$ cat config.mk
export PLATFORM = sky130hd
export DESIGN_NAME = sdc_command_bank_fsm
export DESIGN_NICKNAME = d
export VERILOG_FILES = /design/src/rtl/sdc_pkg.sv /design/src/rtl/sdc_bank.sv /design/src/rtl/sdc_cmd_decode.sv /design/src/rtl/sdc_command_bank_fsm.sv
export SDC_FILE = /design/constraint.sdc
export NUM_CORES = 1
export LEC_CHECK = 0
export BUFFER_PORTS_ARGS = -buffer_cell sky130_fd_sc_hd__buf_2
export CAP_MARGIN = 20
export CORE_ASPECT_RATIO = 1.75
export CORE_MARGIN = 3
export CORE_UTILIZATION = 50
export CTS_BUF_LIST = sky130_fd_sc_hd__clkbuf_16
export DETAILED_ROUTE_END_ITERATION = 12
export PLACE_DENSITY = 0.69
export SLEW_MARGIN = 20
export SYNTH_ARGS = -nofsm -noshare
export SYNTH_HDL_FRONTEND = slang
export SYNTH_HIERARCHICAL = 1
export SYNTH_SLANG_ARGS = --single-unit
$ cat constraint.sdc
create_clock -name i_clock -period 4.3 [get_ports i_clock]
set_input_delay 0.43 -clock i_clock [delete_from_list [all_inputs] [get_ports i_clock]]
set_output_delay 0.43 -clock i_clock [all_outputs]
set_load 0.005 [all_outputs]
$ cat src/rtl/sdc_pkg.sv
package sdc_pkg;

  // ****************************************
  // Geometry
  // ****************************************
  localparam int NBANK          = 4;
  localparam int ROW_W          = 13;
  localparam int COL_W          = 10;
  localparam int ADDR_W         = 13;
  localparam int AUTOCLOSE_BIT  = 10;
  localparam logic [1:0] SEL_MODE     = 2'h0;
  localparam logic [1:0] SEL_EXT_MODE = 2'h2;

  // ****************************************
  // Timing
  // ****************************************
  localparam int CLK_PERIOD_PS = 10000;
  localparam int TRP_NS        = 20;
  localparam int TRCD_NS       = 20;
  localparam int TRFC_TCK      = 15;
  localparam int TWR_TCK       = 3;
  localparam int BURST_TCK     = 4;
  // Least times round up to whole cycles
  localparam int TRP_CYC  = (TRP_NS * 1000 + CLK_PERIOD_PS - 1) / CLK_PERIOD_PS;
  localparam int TRCD_CYC = (TRCD_NS * 1000 + CLK_PERIOD_PS - 1) / CLK_PERIOD_PS;
  localparam logic [3:0] TRP_LOAD   = 4'(TRP_CYC - 1);
  localparam logic [3:0] TRCD_LOAD  = 4'(TRCD_CYC - 1);
  localparam logic [3:0] TRFC_LOAD  = 4'(TRFC_TCK - 1);
  localparam logic [3:0] TWR_LOAD   = 4'(TWR_TCK - 1);
  localparam logic [3:0] BURST_LOAD = 4'(BURST_TCK - 1);

  // ****************************************
  // Types
  // ****************************************
  typedef enum logic [4:0] {
    BK_PRECHG  = 5'h01,
    BK_IDLE    = 5'h02,
    BK_REFRESH = 5'h04,
    BK_ACTVTG  = 5'h08,
    BK_ACTIVE  = 5'h10
  } sdc_bank_e;

  typedef enum logic [3:0] {
    CMD_DESELECT_IGNORE = 4'h0,
    CMD_IDLE_CYCLE      = 4'h1,
    CMD_BURST_HALT      = 4'h2,
    CMD_READ            = 4'h3,
    CMD_STORE_BURST     = 4'h4,
    CMD_ROW_OPEN        = 4'h5,
    CMD_BANK_CLOSE      = 4'h6,
    CMD_CLOSE_ALL_BANKS = 4'h7,
    CMD_ROW_RENEWAL     = 4'h8,
    CMD_RETENTION       = 4'h9,
    CMD_MODE_LOAD       = 4'ha,
    CMD_EXT_MODE_LOAD   = 4'hb,
    CMD_BAD             = 4'hc
  } sdc_cmd_e;

  typedef struct packed {
    logic              cs_b;
    logic              ras_b;
    logic              cas_b;
    logic              we_b;
    logic              cke;
    logic [1:0]        bank_sel;
    logic [ADDR_W-1:0] addr;
  } sdc_pins_s;

  typedef struct packed {
    sdc_cmd_e          cmd;
    logic [1:0]        bank;
    logic              autoclose;
    logic [ADDR_W-1:0] addr;
  } sdc_cmd_s;

  typedef struct packed {
    logic             active;
    logic             write;
    logic             autoclose;
    logic [1:0]       bank;
    logic [COL_W-1:0] col;
  } sdc_burst_s;

  typedef struct packed {
    sdc_bank_e  st;
    logic       retain;
    logic [3:0] cnt;
  } sdc_bank_s;

  typedef struct packed {
    sdc_burst_s                   burst;
    logic [3:0]                   bcnt;
    logic                         rec_pending;
    logic [1:0]                   rec_bank;
    logic [3:0]                   rec_cnt;
    logic                         dq_oe;
    logic                         illegal;
    logic [ADDR_W-1:0]            mode;
    logic [ADDR_W-1:0]            ext_mode;
    logic [NBANK-1:0][ROW_W-1:0]  row;
  } sdc_core_s;

  localparam sdc_bank_s BANK_RST = '{st: BK_IDLE, retain: 1'b0, cnt: 4'h0};
  localparam sdc_core_s CORE_RST = '0;

endpackage : sdc_pkg
$ cat src/rtl/sdc_bank.sv
`timescale 1ns/1ps
`default_nettype none
module sdc_bank import sdc_pkg::*; (
  input  wire logic      i_clock,
  input  wire logic      i_rst_b,
  input  wire logic      i_open,
  input  wire logic      i_close,
  input  wire logic      i_refresh,
  input  wire logic      i_retain,
  input  wire logic      i_cke,
  output var  sdc_bank_e o_state
);

  localparam int PRE_D = TRP_CYC;
  localparam int ACT_D = TRCD_CYC;

  sdc_bank_s cur;
  sdc_bank_s next_cur;

  // ****************************************
  // Bank state machine
  // ****************************************
  always_comb begin
    next_cur = cur;
    if (cur.cnt != 4'h0) begin
      next_cur.cnt = cur.cnt - 4'h1;
    end
    case (cur.st)
      BK_PRECHG: if (cur.cnt == 4'h0) begin
        next_cur.st = BK_IDLE;
      end
      BK_IDLE: begin
        if (i_open) begin
          next_cur.st  = BK_ACTVTG;
          next_cur.cnt = TRCD_LOAD;
        end else if (i_refresh) begin
          next_cur.st     = BK_REFRESH;
          next_cur.cnt    = TRFC_LOAD;
          next_cur.retain = 1'b0;
        end else if (i_retain) begin
          next_cur.st     = BK_REFRESH;
          next_cur.retain = 1'b1;
        end
      end
      BK_REFRESH: if (cur.retain ? i_cke : (cur.cnt == 4'h0)) begin
        next_cur.st     = BK_IDLE;
        next_cur.retain = 1'b0;
      end
      BK_ACTVTG: if (cur.cnt == 4'h0) begin
        next_cur.st = BK_ACTIVE;
      end
      BK_ACTIVE: if (i_close) begin
        next_cur.st  = BK_PRECHG;
        next_cur.cnt = TRP_LOAD;
      end
      default: next_cur = BANK_RST;
    endcase
  end

  // State register
  always_ff @(posedge i_clock) begin
    if (!i_rst_b) begin
      cur <= BANK_RST;
    end else begin
      cur <= next_cur;
    end
  end

  assign o_state = cur.st;
endmodule : sdc_bank
`default_nettype wire

$ cat src/rtl/sdc_cmd_decode.sv
`timescale 1ns/1ps
`default_nettype none
module sdc_cmd_decode import sdc_pkg::*; (
  input  wire sdc_pins_s i_pins,
  output var  sdc_cmd_s  o_cmd
);

  // Pin levels to command; deselect wins over everything
  always_comb begin
    o_cmd.bank      = i_pins.bank_sel;
    o_cmd.autoclose = i_pins.addr[AUTOCLOSE_BIT];
    o_cmd.addr      = i_pins.addr;
    if (i_pins.cs_b) begin
      o_cmd.cmd = CMD_DESELECT_IGNORE;
    end else begin
      case ({i_pins.ras_b, i_pins.cas_b, i_pins.we_b})
        3'h7: o_cmd.cmd = CMD_IDLE_CYCLE;
        3'h6: o_cmd.cmd = CMD_BURST_HALT;
        3'h5: o_cmd.cmd = CMD_READ;
        3'h4: o_cmd.cmd = CMD_STORE_BURST;
        3'h3: o_cmd.cmd = CMD_ROW_OPEN;
        3'h2: o_cmd.cmd = i_pins.addr[AUTOCLOSE_BIT] ? CMD_CLOSE_ALL_BANKS : CMD_BANK_CLOSE;
        // Clock enable picks the refresh kind
        3'h1: o_cmd.cmd = i_pins.cke ? CMD_ROW_RENEWAL : CMD_RETENTION;
        3'h0: begin
          if (i_pins.addr[AUTOCLOSE_BIT]) begin
            o_cmd.cmd = CMD_BAD;
          end else if (i_pins.bank_sel == SEL_MODE) begin
            o_cmd.cmd = CMD_MODE_LOAD;
          end else if (i_pins.bank_sel == SEL_EXT_MODE) begin
            o_cmd.cmd = CMD_EXT_MODE_LOAD;
          end else begin
            o_cmd.cmd = CMD_BAD;
          end
        end
        default: o_cmd.cmd = CMD_BAD;
      endcase
    end
  end

endmodule : sdc_cmd_decode
`default_nettype wire

$ cat src/rtl/sdc_command_bank_fsm.sv
// What this block does
// - Idle cycle ignores address and data; no internal state changes.
// - Burst halt ends the read or write burst in progress unless it has autoclose.
// - Read starts burst at column and bank; drivers released when done.
// - Read with autoclose closes its bank by itself after the burst.
// - Store burst starts a write burst at column and bank given.
// - Store burst with autoclose closes the bank after write completes.
// - Row open activates selected bank and latches its row address.
// - Bank close closes only the bank picked by the two select bits.
// - Close all banks closes every bank whatever the select bits.
// - Refresh encoding starts timed renewal or retention by clock enable.
// - Primary and extended mode registers load from address inputs.
// - Busy banks accept only deselect, idle cycle, close while precharging.
// - Idle: refresh, retention and mode load accepted; reads, writes illegal.
// - Active bank: reads start bursts, halt idles, row open illegal.
// - Active bank: store bursts start writes into the open row.
// - Active bank: closes move the bank or banks to precharging.
// - Closed bank stays precharging for row-precharge time, then idle.
// - Opened bank stays activating for row-to-column delay, then active.
// - Renewal keeps the device in refresh for the refresh cycle time.
// - Commands illegal for a busy bank may target other ready banks.
`timescale 1ns/1ps
`default_nettype none
module sdc_command_bank_fsm import sdc_pkg::*; (
  input  wire logic                        i_clock,
  input  wire logic                        i_rst_b,
  input  wire sdc_pins_s                   i_pins,
  output var  sdc_bank_e [NBANK-1:0]       o_bank_state,
  output logic [NBANK-1:0][ROW_W-1:0]      o_row,
  output var  sdc_burst_s                  o_burst,
  output logic                             o_dq_oe,
  output logic [ADDR_W-1:0]                o_mode,
  output logic [ADDR_W-1:0]                o_ext_mode,
  output logic                             o_illegal
);

  // ****************************************
  // Helpers
  // ****************************************
  // Precharging, activating and refresh are the busy states
  function automatic logic is_busy(input sdc_bank_e s);
    return (s == BK_PRECHG) || (s == BK_ACTVTG) || (s == BK_REFRESH);
  endfunction : is_busy

  // Bank tied up by an autoclose burst or its write recovery
  function automatic logic is_locked(input sdc_core_s c, input logic [1:0] b);
    return (c.burst.active && c.burst.autoclose && (c.burst.bank == b)) ||
           (c.rec_pending && (c.rec_bank == b));
  endfunction : is_locked

  sdc_cmd_s             cmd;
  sdc_core_s            cur;
  sdc_core_s            next_cur;
  logic [NBANK-1:0]     open_p;
  logic [NBANK-1:0]     close_p;
  logic                 renew_p;
  logic                 retain_p;
  logic                 start_p;
  logic                 halt_p;
  logic                 kill_p;
  logic                 bdone;
  logic                 all_idle;
  sdc_bank_e            sel_st;

  // ****************************************
  // Command decode and banks
  // ****************************************
  sdc_cmd_decode u_decode (
    .i_pins (i_pins),
    .o_cmd  (cmd)
  );

  for (genvar b = 0; b < NBANK; b++) begin : g_bank
    sdc_bank u_bank (
      .i_clock   (i_clock),
      .i_rst_b   (i_rst_b),
      .i_open    (open_p[b]),
      .i_close   (close_p[b]),
      .i_refresh (renew_p),
      .i_retain  (retain_p),
      .i_cke     (i_pins.cke),
      .o_state   (o_bank_state[b])
    );
  end

  // Selected bank state and the all-idle condition
  // judged across every bank; sel_st from the addressed bank
  always_comb begin
    sel_st   = o_bank_state[cmd.bank];
    all_idle = 1'b1;
    for (int b = 0; b < NBANK; b++) begin
      if (o_bank_state[b] != BK_IDLE) begin
        all_idle = 1'b0;
      end
    end
  end

  // ****************************************
  // Command judging
  // ****************************************
  // Illegal commands raise the flag and take no action
  always_comb begin
    next_cur         = cur;
    next_cur.illegal = 1'b0;
    open_p           = '0;
    close_p          = '0;
    renew_p          = 1'b0;
    retain_p         = 1'b0;
    start_p          = 1'b0;
    halt_p           = 1'b0;
    kill_p           = 1'b0;
    case (cmd.cmd)
      CMD_DESELECT_IGNORE,
      CMD_IDLE_CYCLE: begin
      end
      CMD_BURST_HALT: begin
        // Halting an autoclose burst would lose its close
        if (cur.burst.active && cur.burst.autoclose) begin
          next_cur.illegal = 1'b1;
        end else if (cur.burst.active) begin
          halt_p = 1'b1;
        end else if (cur.rec_pending || is_busy(sel_st)) begin
          next_cur.illegal = 1'b1;
        end
      end
      CMD_READ,
      CMD_STORE_BURST: begin
        if ((sel_st != BK_ACTIVE) || is_locked(cur, cmd.bank)) begin
          next_cur.illegal = 1'b1;
        end else if ((cmd.cmd == CMD_STORE_BURST) && cur.burst.active && !cur.burst.write) begin
          next_cur.illegal = 1'b1;
        end else begin
          start_p = 1'b1;
        end
      end
      // row open on idle bank only
      CMD_ROW_OPEN: begin
        if (sel_st != BK_IDLE) begin
          next_cur.illegal = 1'b1;
        end else begin
          open_p[cmd.bank] = 1'b1;
          next_cur.row[cmd.bank] = cmd.addr[ROW_W-1:0];
        end
      end
      CMD_BANK_CLOSE: begin
        if ((sel_st == BK_ACTVTG) || (sel_st == BK_REFRESH) || is_locked(cur, cmd.bank)) begin
          next_cur.illegal = 1'b1;
        end else if (sel_st == BK_ACTIVE) begin
          close_p[cmd.bank] = 1'b1;
          kill_p = cur.burst.active && (cur.burst.bank == cmd.bank);
        end
      end
      CMD_CLOSE_ALL_BANKS: begin
        // One unready bank refuses the lot; no partial close
        next_cur.illegal = cur.rec_pending || (cur.burst.active && cur.burst.autoclose);
        for (int b = 0; b < NBANK; b++) begin
          if ((o_bank_state[b] == BK_ACTVTG) || (o_bank_state[b] == BK_REFRESH)) begin
            next_cur.illegal = 1'b1;
          end
        end
        if (!next_cur.illegal) begin
          for (int b = 0; b < NBANK; b++) begin
            close_p[b] = (o_bank_state[b] == BK_ACTIVE);
          end
          kill_p = cur.burst.active;
        end
      end
      // renewal or retention by clock enable
      CMD_ROW_RENEWAL,
      CMD_RETENTION: begin
        // refresh only with all banks idle
        if (!all_idle) begin
          next_cur.illegal = 1'b1;
        end else begin
          renew_p  = (cmd.cmd == CMD_ROW_RENEWAL);
          retain_p = (cmd.cmd == CMD_RETENTION);
        end
      end
      CMD_MODE_LOAD,
      CMD_EXT_MODE_LOAD: begin
        if (!all_idle) begin
          next_cur.illegal = 1'b1;
        end else if (cmd.cmd == CMD_MODE_LOAD) begin
          next_cur.mode = cmd.addr;
        end else begin
          next_cur.ext_mode = cmd.addr;
        end
      end
      default: next_cur.illegal = 1'b1;
    endcase

    // ****************************************
    // Burst engine
    // ****************************************
    // A burst ends on its last beat, on halt, on a close, or when replaced
    bdone = cur.burst.active && ((cur.bcnt == 4'h0) || start_p || halt_p || kill_p);
    if (cur.burst.active && (cur.bcnt != 4'h0)) begin
      next_cur.bcnt = cur.bcnt - 4'h1;
    end
    // Write recovery before an automatic close
    if (cur.rec_pending) begin
      if (cur.rec_cnt == 4'h0) begin
        close_p[cur.rec_bank] = 1'b1;
        next_cur.rec_pending  = 1'b0;
      end else begin
        next_cur.rec_cnt = cur.rec_cnt - 4'h1;
      end
    end
    if (bdone) begin
      next_cur.burst.active = 1'b0;
      if (cur.burst.autoclose && !kill_p) begin
        if (cur.burst.write) begin
          // Single recovery slot; a second autoclose write ending overwrites a pending one
          next_cur.rec_pending = 1'b1;
          next_cur.rec_bank    = cur.burst.bank;
          next_cur.rec_cnt     = TWR_LOAD;
        end else begin
          close_p[cur.burst.bank] = 1'b1;
        end
      end
    end
    // new burst takes column and bank
    if (start_p) begin
      next_cur.burst.active    = 1'b1;
      // store burst writes the open row
      next_cur.burst.write     = (cmd.cmd == CMD_STORE_BURST);
      next_cur.burst.autoclose = cmd.autoclose;
      next_cur.burst.bank      = cmd.bank;
      next_cur.burst.col       = cmd.addr[COL_W-1:0];
      next_cur.bcnt            = BURST_LOAD;
    end
    // drivers on only during a read burst
    next_cur.dq_oe = next_cur.burst.active && !next_cur.burst.write;
  end

  // State register
  always_ff @(posedge i_clock) begin
    if (!i_rst_b) begin
      cur <= CORE_RST;
    end else begin
      cur <= next_cur;
    end
  end

  // Outputs straight from flops
  assign o_row      = cur.row;
  assign o_burst    = cur.burst;
  assign o_dq_oe    = cur.dq_oe;
  assign o_mode     = cur.mode;
  assign o_ext_mode = cur.ext_mode;
  assign o_illegal  = cur.illegal;
endmodule : sdc_command_bank_fsm
`default_nettype wire

==> flow_metrics.env, run 1 <==
export IMPL_yosysWarnings=6
export IMPL_cp_top_family="compound AO/OA/AOI/OAI gates"
export IMPL_setup_viol=0
export IMPL_synth_cell_type_count=68
export IMPL_io_buffers=136
export IMPL_die_area_sq_um=19500
export IMPL_drtAntennaViolNets=0
export IMPL_cap_violations=0
export IMPL_relSlewSlack_pct=38.6
export IMPL_fin_crit_sh_pct=89.5
export IMPL_clock_skew_final_ns=0.0122
export IMPL_peakVddDrop_v=0.000272
export IMPL_required_ns=4.64
export IMPL_num_vias=7400
export IMPL_wl_per_cell_um=18.2
export IMPL_cp_slowest_cell="a2111oi_0"
export IMPL_grt_antenna_before_repair=1
export IMPL_grt_pass1_wl_mm=37.9
export IMPL_hold_buffers=0
export IMPL_rr_endpoint="g_bank[2].u_bank/cur[0]"
export IMPL_grt_start_max_net_pins=51
export IMPL_dr_pass1_iters=6
export IMPL_dr_first_iter_drc_count=509
export IMPL_cp_cell_sequence="mux4_2 > or3_1 > nand4b_1 > nor2b_1 > nor2_1 > o31ai_1 > nand3b_1 > a2111oi_0 > a2bb2oi_1 > a21boi_0"
export IMPL_grt_overflow=0
export IMPL_dp_hpwl_mm=16.9
export IMPL_vias_per_cell=5.72
export IMPL_start_util_pct=50.9
export IMPL_first_global_vias=7321
export IMPL_htree_levels=4
export IMPL_crit_arrival_ns=4.19
export IMPL_fin_util_pct=54.0
export IMPL_ys_top_cells_by_area="dfxtp_1, buf_4, mux2i_1"
export IMPL_fmax_mhz=260
export IMPL_rrSetupSlack_ns=0.45
export IMPL_synth_async_reset_ratio_pct=0
export IMPL_finalWirelength_mm=23.6
export IMPL_core_sq_um=17500
export IMPL_area_delta_synth_final_pct=6.03
export IMPL_clock_root_buffer="clkbuf_16"
export IMPL_slew_violations=0
export IMPL_ys_top_cells_by_count="dfxtp_1, nor2_1, buf_4"
export IMPL_critPathCaptureType="flip-flop"
export IMPL_clockBufferDepth=2
export IMPL_worstMarginPinSlew_ns=0.921
export IMPL_worstReg2RegStart="g_bank[3].u_bank/o_state[2]"
export IMPL_clkSinkCount=146
export IMPL_grt_total_usage_pct=24.4
export IMPL_gp_congestion=0.972
export IMPL_finalHoldViolCount=0
export IMPL_synth_top_area_share_pct=32.8
export IMPL_cts_tree="done"
export IMPL_nNetsFinal=1078
export IMPL_crit_end="g_bank[2].u_bank/cur[0]"
export IMPL_synth_most_common_cell="dfxtp_1"
export IMPL_rsz0062_at_grt="false"
export IMPL_outcome="complete, no violations"
export IMPL_ys_dominant_reg_cell="dfxtp_1"
export IMPL_powerDensity_nw_per_um2=495
export IMPL_row_count=64
export IMPL_netlist_instances=1045
export IMPL_start_kind="flip-flop"
export IMPL_synth_largest_area_cell="dfxtp_1"
export IMPL_synth_edf_count=0
export IMPL_drive_above_1_share_pct=22.1
export IMPL_ys_seq_elements=146
export IMPL_total_leakage_power_uw=0.00401
export IMPL_path_buf_inv=0
export IMPL_hp_class="in -> reg"
export IMPL_post_cts_resized=0
export IMPL_max_stage_delay_ns=0.59
export IMPL_die_x_um=107
export IMPL_fillCellCount=1641
export IMPL_tns_ns=0
export IMPL_syn_cell_area_sq_um=8920
export IMPL_critical_path_depth=10
export IMPL_critPathKind="reg -> reg"
export IMPL_clk_insertion_delay_late_ns=0.42
export IMPL_crit_path_start="g_bank[3].u_bank/o_state[2]"
export IMPL_antenna_cells=0
export IMPL_ff2ff_path_depth=10
export IMPL_ys_seq_area_share_pct=32.8
export IMPL_die_h_um=183
export IMPL_cts_buffers=17
export IMPL_path_max_fanout=6
export IMPL_avgSynthCellArea_sq_um=8.54
export IMPL_ios=137
export IMPL_synth_nets=1073
export IMPL_post_cts_buffers=0
export IMPL_clkSlewWorstSetupHoldPaths_ns=0.06
export IMPL_drc=0
export IMPL_period_needed_ns=3.85
[state kept, by name, summed over array words and instances, names as in the netlist]
register,cells
o_mode,13
o_illegal,1
o_burst,15
o_dq_oe,1
o_ext_mode,13
cur,11
g_bank.u_bank/o_state,20
o_row,52
g_bank.u_bank/cur,20
[worst reg2reg max path: stages (launching register included)]
cell and delay (ns):
dfxtp_1 0.38, mux4_2 0.54, or3_1 0.43, nand4b_1 0.35
nor2b_1 0.28, nor2_1 0.11, o31ai_1 0.57, nand3b_1 0.13
a2111oi_0 0.59, a2bb2oi_1 0.22, a21boi_0 0.19
[metrics by stage]
stage,cell area [sq um],setup WS [ns],hold WS [ns],total power [uW],instances
after floorplan,8920,0.665,0.452,2950,1045
after global placement,8910,0.235,0.466,3250,1262
after detailed placement,8910,0.168,0.471,3260,1262
after CTS,9460,0.522,0.331,4700,1293
after global routing,9460,0.0249,0.363,4940,1293
final,9460,0.454,0.349,4680,1293
[where the power goes]
part | switching (uW) | total (uW) | internal [uW]
Combinational | 909 | 1670 | 762
Clock | 620 | 1420 | 800
Sequential | 126 | 1590 | 1460
Total | 1650 | 4680 | 3020
[kinds of logic (layout without fill, tap and decap cells)]
logic type | after synthesis | after routing | share of synthesized area (%)
and+or+nand+nor | 373 | 373 | 21.7
muxes | 103 | 103 | 12.3
AOI/OAI and AO/OA | 174 | 174 | 14.4
buffers and inverters | 215 | 232 | 15.3
adders and majority gates | 6 | 6 | 0.841
DFF | 146 | 146 | 32.8
xor gates and xnor gates | 28 | 28 | 2.75
[final cells by class]
class                   instances  area (sq um)  area share, %
clock buffers                  17           425           4.50
clock inverters                14           130           1.38
well taps                     231           289           3.05
repair buffers                169           928           9.81
flip-flops and latches        146          2920           30.9
inverters                      32           120           1.27
multi-input cells             684          4650           49.1
[layout by cell type, fill, tap and decap left out, drive strengths merged, types with 6 or more instances in the layout]
| cell type | instances |
|---|---|
| a21boi | 22 |
| a21oi | 28 |
| a2bb2oi | 8 |
| and3b | 6 |
| buf | 169 |
| clkbuf | 17 |
| dfxtp | 146 |
| ha | 6 |
| inv | 37 |
| mux2i | 97 |
| nand2 | 50 |
| nand2b | 19 |
| nand3 | 14 |
| nand3b | 17 |
| nand4 | 7 |
| nor2 | 137 |
| nor2b | 22 |
| nor3 | 40 |
| nor3b | 16 |
| nor4 | 10 |
| o2111ai | 12 |
| o211ai | 6 |
| o21ai | 29 |
| o22ai | 10 |
| o311ai | 9 |
| o31ai | 6 |
| or3 | 8 |
| or3b | 8 |
| or4 | 7 |
| xnor2 | 23 |
[metal layers]
metal | wire (um) | GRT usage (%) | vias to the layer above
li1 | - | - | 3566
met1 | 8810 | 26.0 | 3522
met2 | 12600 | 45.0 | 263
met3 | 1540 | 6.23 | 47
met4 | 599 | 9.88 | 2
met5 | 13 | 0 | -
[worst min path at each step]
stage                     slack [ns]  depth (start not counted)                    start                      end
after CTS                       0.33                          3               i_pins[12]                o_row[38]
final                           0.35                          3               i_pins[12]                o_row[38]
after global placement          0.47                          2  g_bank[3].u_bank/cur[4]  g_bank[3].u_bank/cur[4]
after global routing            0.36                          3               i_pins[12]                o_row[51]
after detailed placement        0.47                          2  g_bank[0].u_bank/cur[4]  g_bank[0].u_bank/cur[4]
after floorplan                 0.45                          2  g_bank[0].u_bank/cur[4]  g_bank[0].u_bank/cur[4]
Note: power is estimated with default switching activity, not from simulation.
==> run 2, diff against run 1 <==
--- a/config.mk
+++ b/config.mk
@@ -5,6 +5,7 @@
 export SDC_FILE = /design/constraint.sdc
 export NUM_CORES = 1
 export LEC_CHECK = 0
+export ABC_AREA = 1
 export BUFFER_PORTS_ARGS = -buffer_cell sky130_fd_sc_hd__buf_2
 export CAP_MARGIN = 20
 export CORE_ASPECT_RATIO = 1.75
==> run 2 against run 1 <==
  * Register-to-register slack improved by 0.93 ns
  * First-iteration DRC count decreased by 17%
  * Wire length is 4.6% higher
  * Count of clock-buffer cells in the layout is the same
  * Combinational power is 4% higher
  * Clock power hardly changed
  * Sequential power rose by 3%
  * Die area decreased by 0.26%
  * Non-clock buffer count is 26 lower
  * Core utilization up 0.48 points
  * Critical endpoint is now g_bank[3].u_bank/o_state[4]
  * Largest cell class unchanged
==> flow_metrics.env, run 2 <==
export IMPL_outcome="complete, no violations"
export IMPL_cp_slowest_cell="nor2_1"
export IMPL_grt_total_usage_pct=25.8
export IMPL_clockBufferDepth=2
export IMPL_max_stage_delay_ns=0.31
export IMPL_synth_top_area_share_pct=32.8
export IMPL_dr_first_iter_drc_count=424
export IMPL_start_util_pct=51.8
export IMPL_drc=0
export IMPL_finalWirelength_mm=24.7
export IMPL_area_delta_synth_final_pct=5.12
export IMPL_drtAntennaViolNets=0
export IMPL_total_leakage_power_uw=0.00480
export IMPL_wl_per_cell_um=15.6
export IMPL_layout_cells_non_filler=1584
export IMPL_clk_insertion_delay_late_ns=0.43
export IMPL_final_common_cell="nand2_1"
export IMPL_die_h_um=182
export IMPL_finalHoldViolCount=0
export IMPL_clkSlewWorstSetupHoldPaths_ns=0.06
export IMPL_avgSynthCellArea_sq_um=6.63
export IMPL_cts_tree="done"
export IMPL_fin_crit_sh_pct=72.1
export IMPL_cts_buffers=17
export IMPL_post_cts_resized=0
export IMPL_rsz0062_at_grt="false"
export IMPL_drive_above_1_share_pct=17.3
export IMPL_post_cts_buffers=0
export IMPL_gp_congestion=0.932
export IMPL_num_vias=8526
export IMPL_post_synth_xor_area_fraction_pct=0.591
export IMPL_hold_buffers=0
export IMPL_core_sq_um=17200
export IMPL_synth_mux_area_share_pct=0.127
export IMPL_clock_skew_final_ns=0.0113
export IMPL_synth_compound_area_share_pct=14.5
export IMPL_dp_hpwl_mm=18.4
export IMPL_first_global_vias=8286
export IMPL_grt_pass1_wl_mm=40.2
export IMPL_grt_antenna_before_repair=0
export IMPL_relSlewSlack_pct=40.6
export IMPL_worstMarginPinSlew_ns=0.891
export IMPL_synth_cell_type_count=36
export IMPL_syn_cell_area_sq_um=8900
export IMPL_nNetsFinal=1372
export IMPL_synth_async_reset_ratio_pct=0
export IMPL_ys_dominant_reg_cell="dfxtp_1"
export IMPL_path_max_fanout=25
export IMPL_cp_common_cell="nand2_1"
export IMPL_row_count=63
export IMPL_ys_top_cells_by_area="dfxtp_1, buf_4, nand2_1"
export IMPL_dr_pass1_iters=4
export IMPL_slew_violations=0
export IMPL_crit_arrival_ns=3.46
export IMPL_cp_top_family="simple AND/OR/NAND/NOR gates"
export IMPL_largest_reg_flops=52
export IMPL_io_buffers=136
export IMPL_yosys_area_share_simple_pct=30.7
export IMPL_htree_levels=4
export IMPL_synth_top_family_by_area="simple AND/OR/NAND/NOR gates"
export IMPL_tns_ns=0
export IMPL_final_cell_mix="nand2_1, inv_1, dfxtp_1, buf_2, a21oi_1"
export IMPL_ys_top_cells_by_count="nand2_1, inv_1, dfxtp_1"
export IMPL_synth_largest_area_cell="dfxtp_1"
export IMPL_setup_viol=0
export IMPL_die_area_sq_um=19500
export IMPL_ios=137
export IMPL_cap_violations=0
export IMPL_required_ns=4.66
export IMPL_antenna_cells=0
export IMPL_critPathKind="in -> reg"
export IMPL_peakVddDrop_v=0.000286
export IMPL_yosysWarnings=6
export IMPL_hp_class="in -> reg"
export IMPL_synth_nets=1371
export IMPL_ys_seq_elements=146
export IMPL_fmax_mhz=323
export IMPL_powerDensity_nw_per_um2=512
export IMPL_period_needed_ns=3.10
export IMPL_cp_cell_sequence="buf_2 > nor2_1 > nand2_1 > nand2_1 > nand2_1 > nor2_1 > nand2_1 > o21ai_0 > nand3_2 > nand2_1 > inv_2 > nand3_2 > nand2_1 > o21bai_1 > inv_1 > nand4_1 > nand3_1 > nor2_1 > nor2_1 > nor2_1"
export IMPL_vias_per_cell=5.38
export IMPL_dp_cells=1552
export IMPL_power_uw=4790
export IMPL_critPathCaptureType="flip-flop"
export IMPL_grt_start_max_net_pins=87
export IMPL_clock_root_buffer="clkbuf_16"
export IMPL_path_buf_inv=3
export IMPL_synthAdderAreaFrac_pct=0.844
export IMPL_synth_edf_count=0
export IMPL_clkSinkCount=146
export IMPL_die_x_um=107
export IMPL_start_kind="primary input"
export IMPL_synth_most_common_cell="nand2_1"
export IMPL_grt_overflow=0
export IMPL_ys_seq_area_share_pct=32.8
export IMPL_netlist_instances=1343
==> run 2: per-layer routing <==
metal / GRT usage (%) / part of all wire [%] / up-vias / wire length [um]
met4: 13.9 / 4.7 / 0 / 1160
met2: 48.3 / 52 / 307 / 12900
li1: - / - / 4263 / -
met1: 26.1 / 37 / 3881 / 9180
met3: 5.17 / 5.6 / 75 / 1380
met5: 0 / 0 / - / 0
==> run 2: final timing paths <==
kind,cells after the start,start,slack (ns),end
hold / removal,3,i_pins[12],0.36,o_row[51]
hold reg to reg,2,cur[87],0.51,cur[87]
setup / recovery,20,i_pins[13],1.20,g_bank[3].u_bank/o_state[4]
setup reg to reg,18,g_bank[1].u_bank/o_state[4],1.38,g_bank[3].u_bank/o_state[4]
==> run 2: worst register-to-register path, delay by kind of cell, from the launching register on <==
family / cells / cell delay (ns)
AO/OA/AOI/OAI: 1 / 0.23
buffers and inverters: 3 / 0.34
flip-flops: 1 / 0.53
AND/OR/NAND/NOR: 14 / 1.74
==> run 2: cell type report <==
type	count	area, sq um
timing repair buffer	143	736
clock buffer	17	425
sequential	146	2920
inverter	183	687
multi-input combinational	853	4170
fill	1804	7830
clock inverter	15	134
tap	227	284
==> run 2: cell families (layout without fill, tap and decap cells) <==
kind of cell / Yosys count / count (layout)
AO/OA/AOI/OAI: 252 / 252
adder cells (fa/ha/maj): 6 / 6
AND/OR/NAND/NOR: 588 / 588
XOR/XNOR: 6 / 6
buffers and inverters: 344 / 358
multiplexers: 1 / 1
flip-flops: 146 / 146
==> run 2: per-stage QoR <==
step	instance area (sq um)	util [%]	setup WS, ns	hold slack, ns
2_1_floorplan	8900	-	1.73	0.465
3_3_place_gp	8790	51.2	0.905	0.485
3_5_place_dp	8790	51.2	0.824	0.486
4_1_cts	9350	54.4	1.27	0.354
5_1_grt	9350	54.4	0.794	0.377
6_report	9350	54.4	1.20	0.361
==> run 2: report_power, final <==
group / internal (uW) / switching (uW) / total [uW]
combinational: 575 / 1160 / 1740
sequential: 1450 / 182 / 1640
clock: 800 / 616 / 1420
total: 2830 / 1960 / 4790
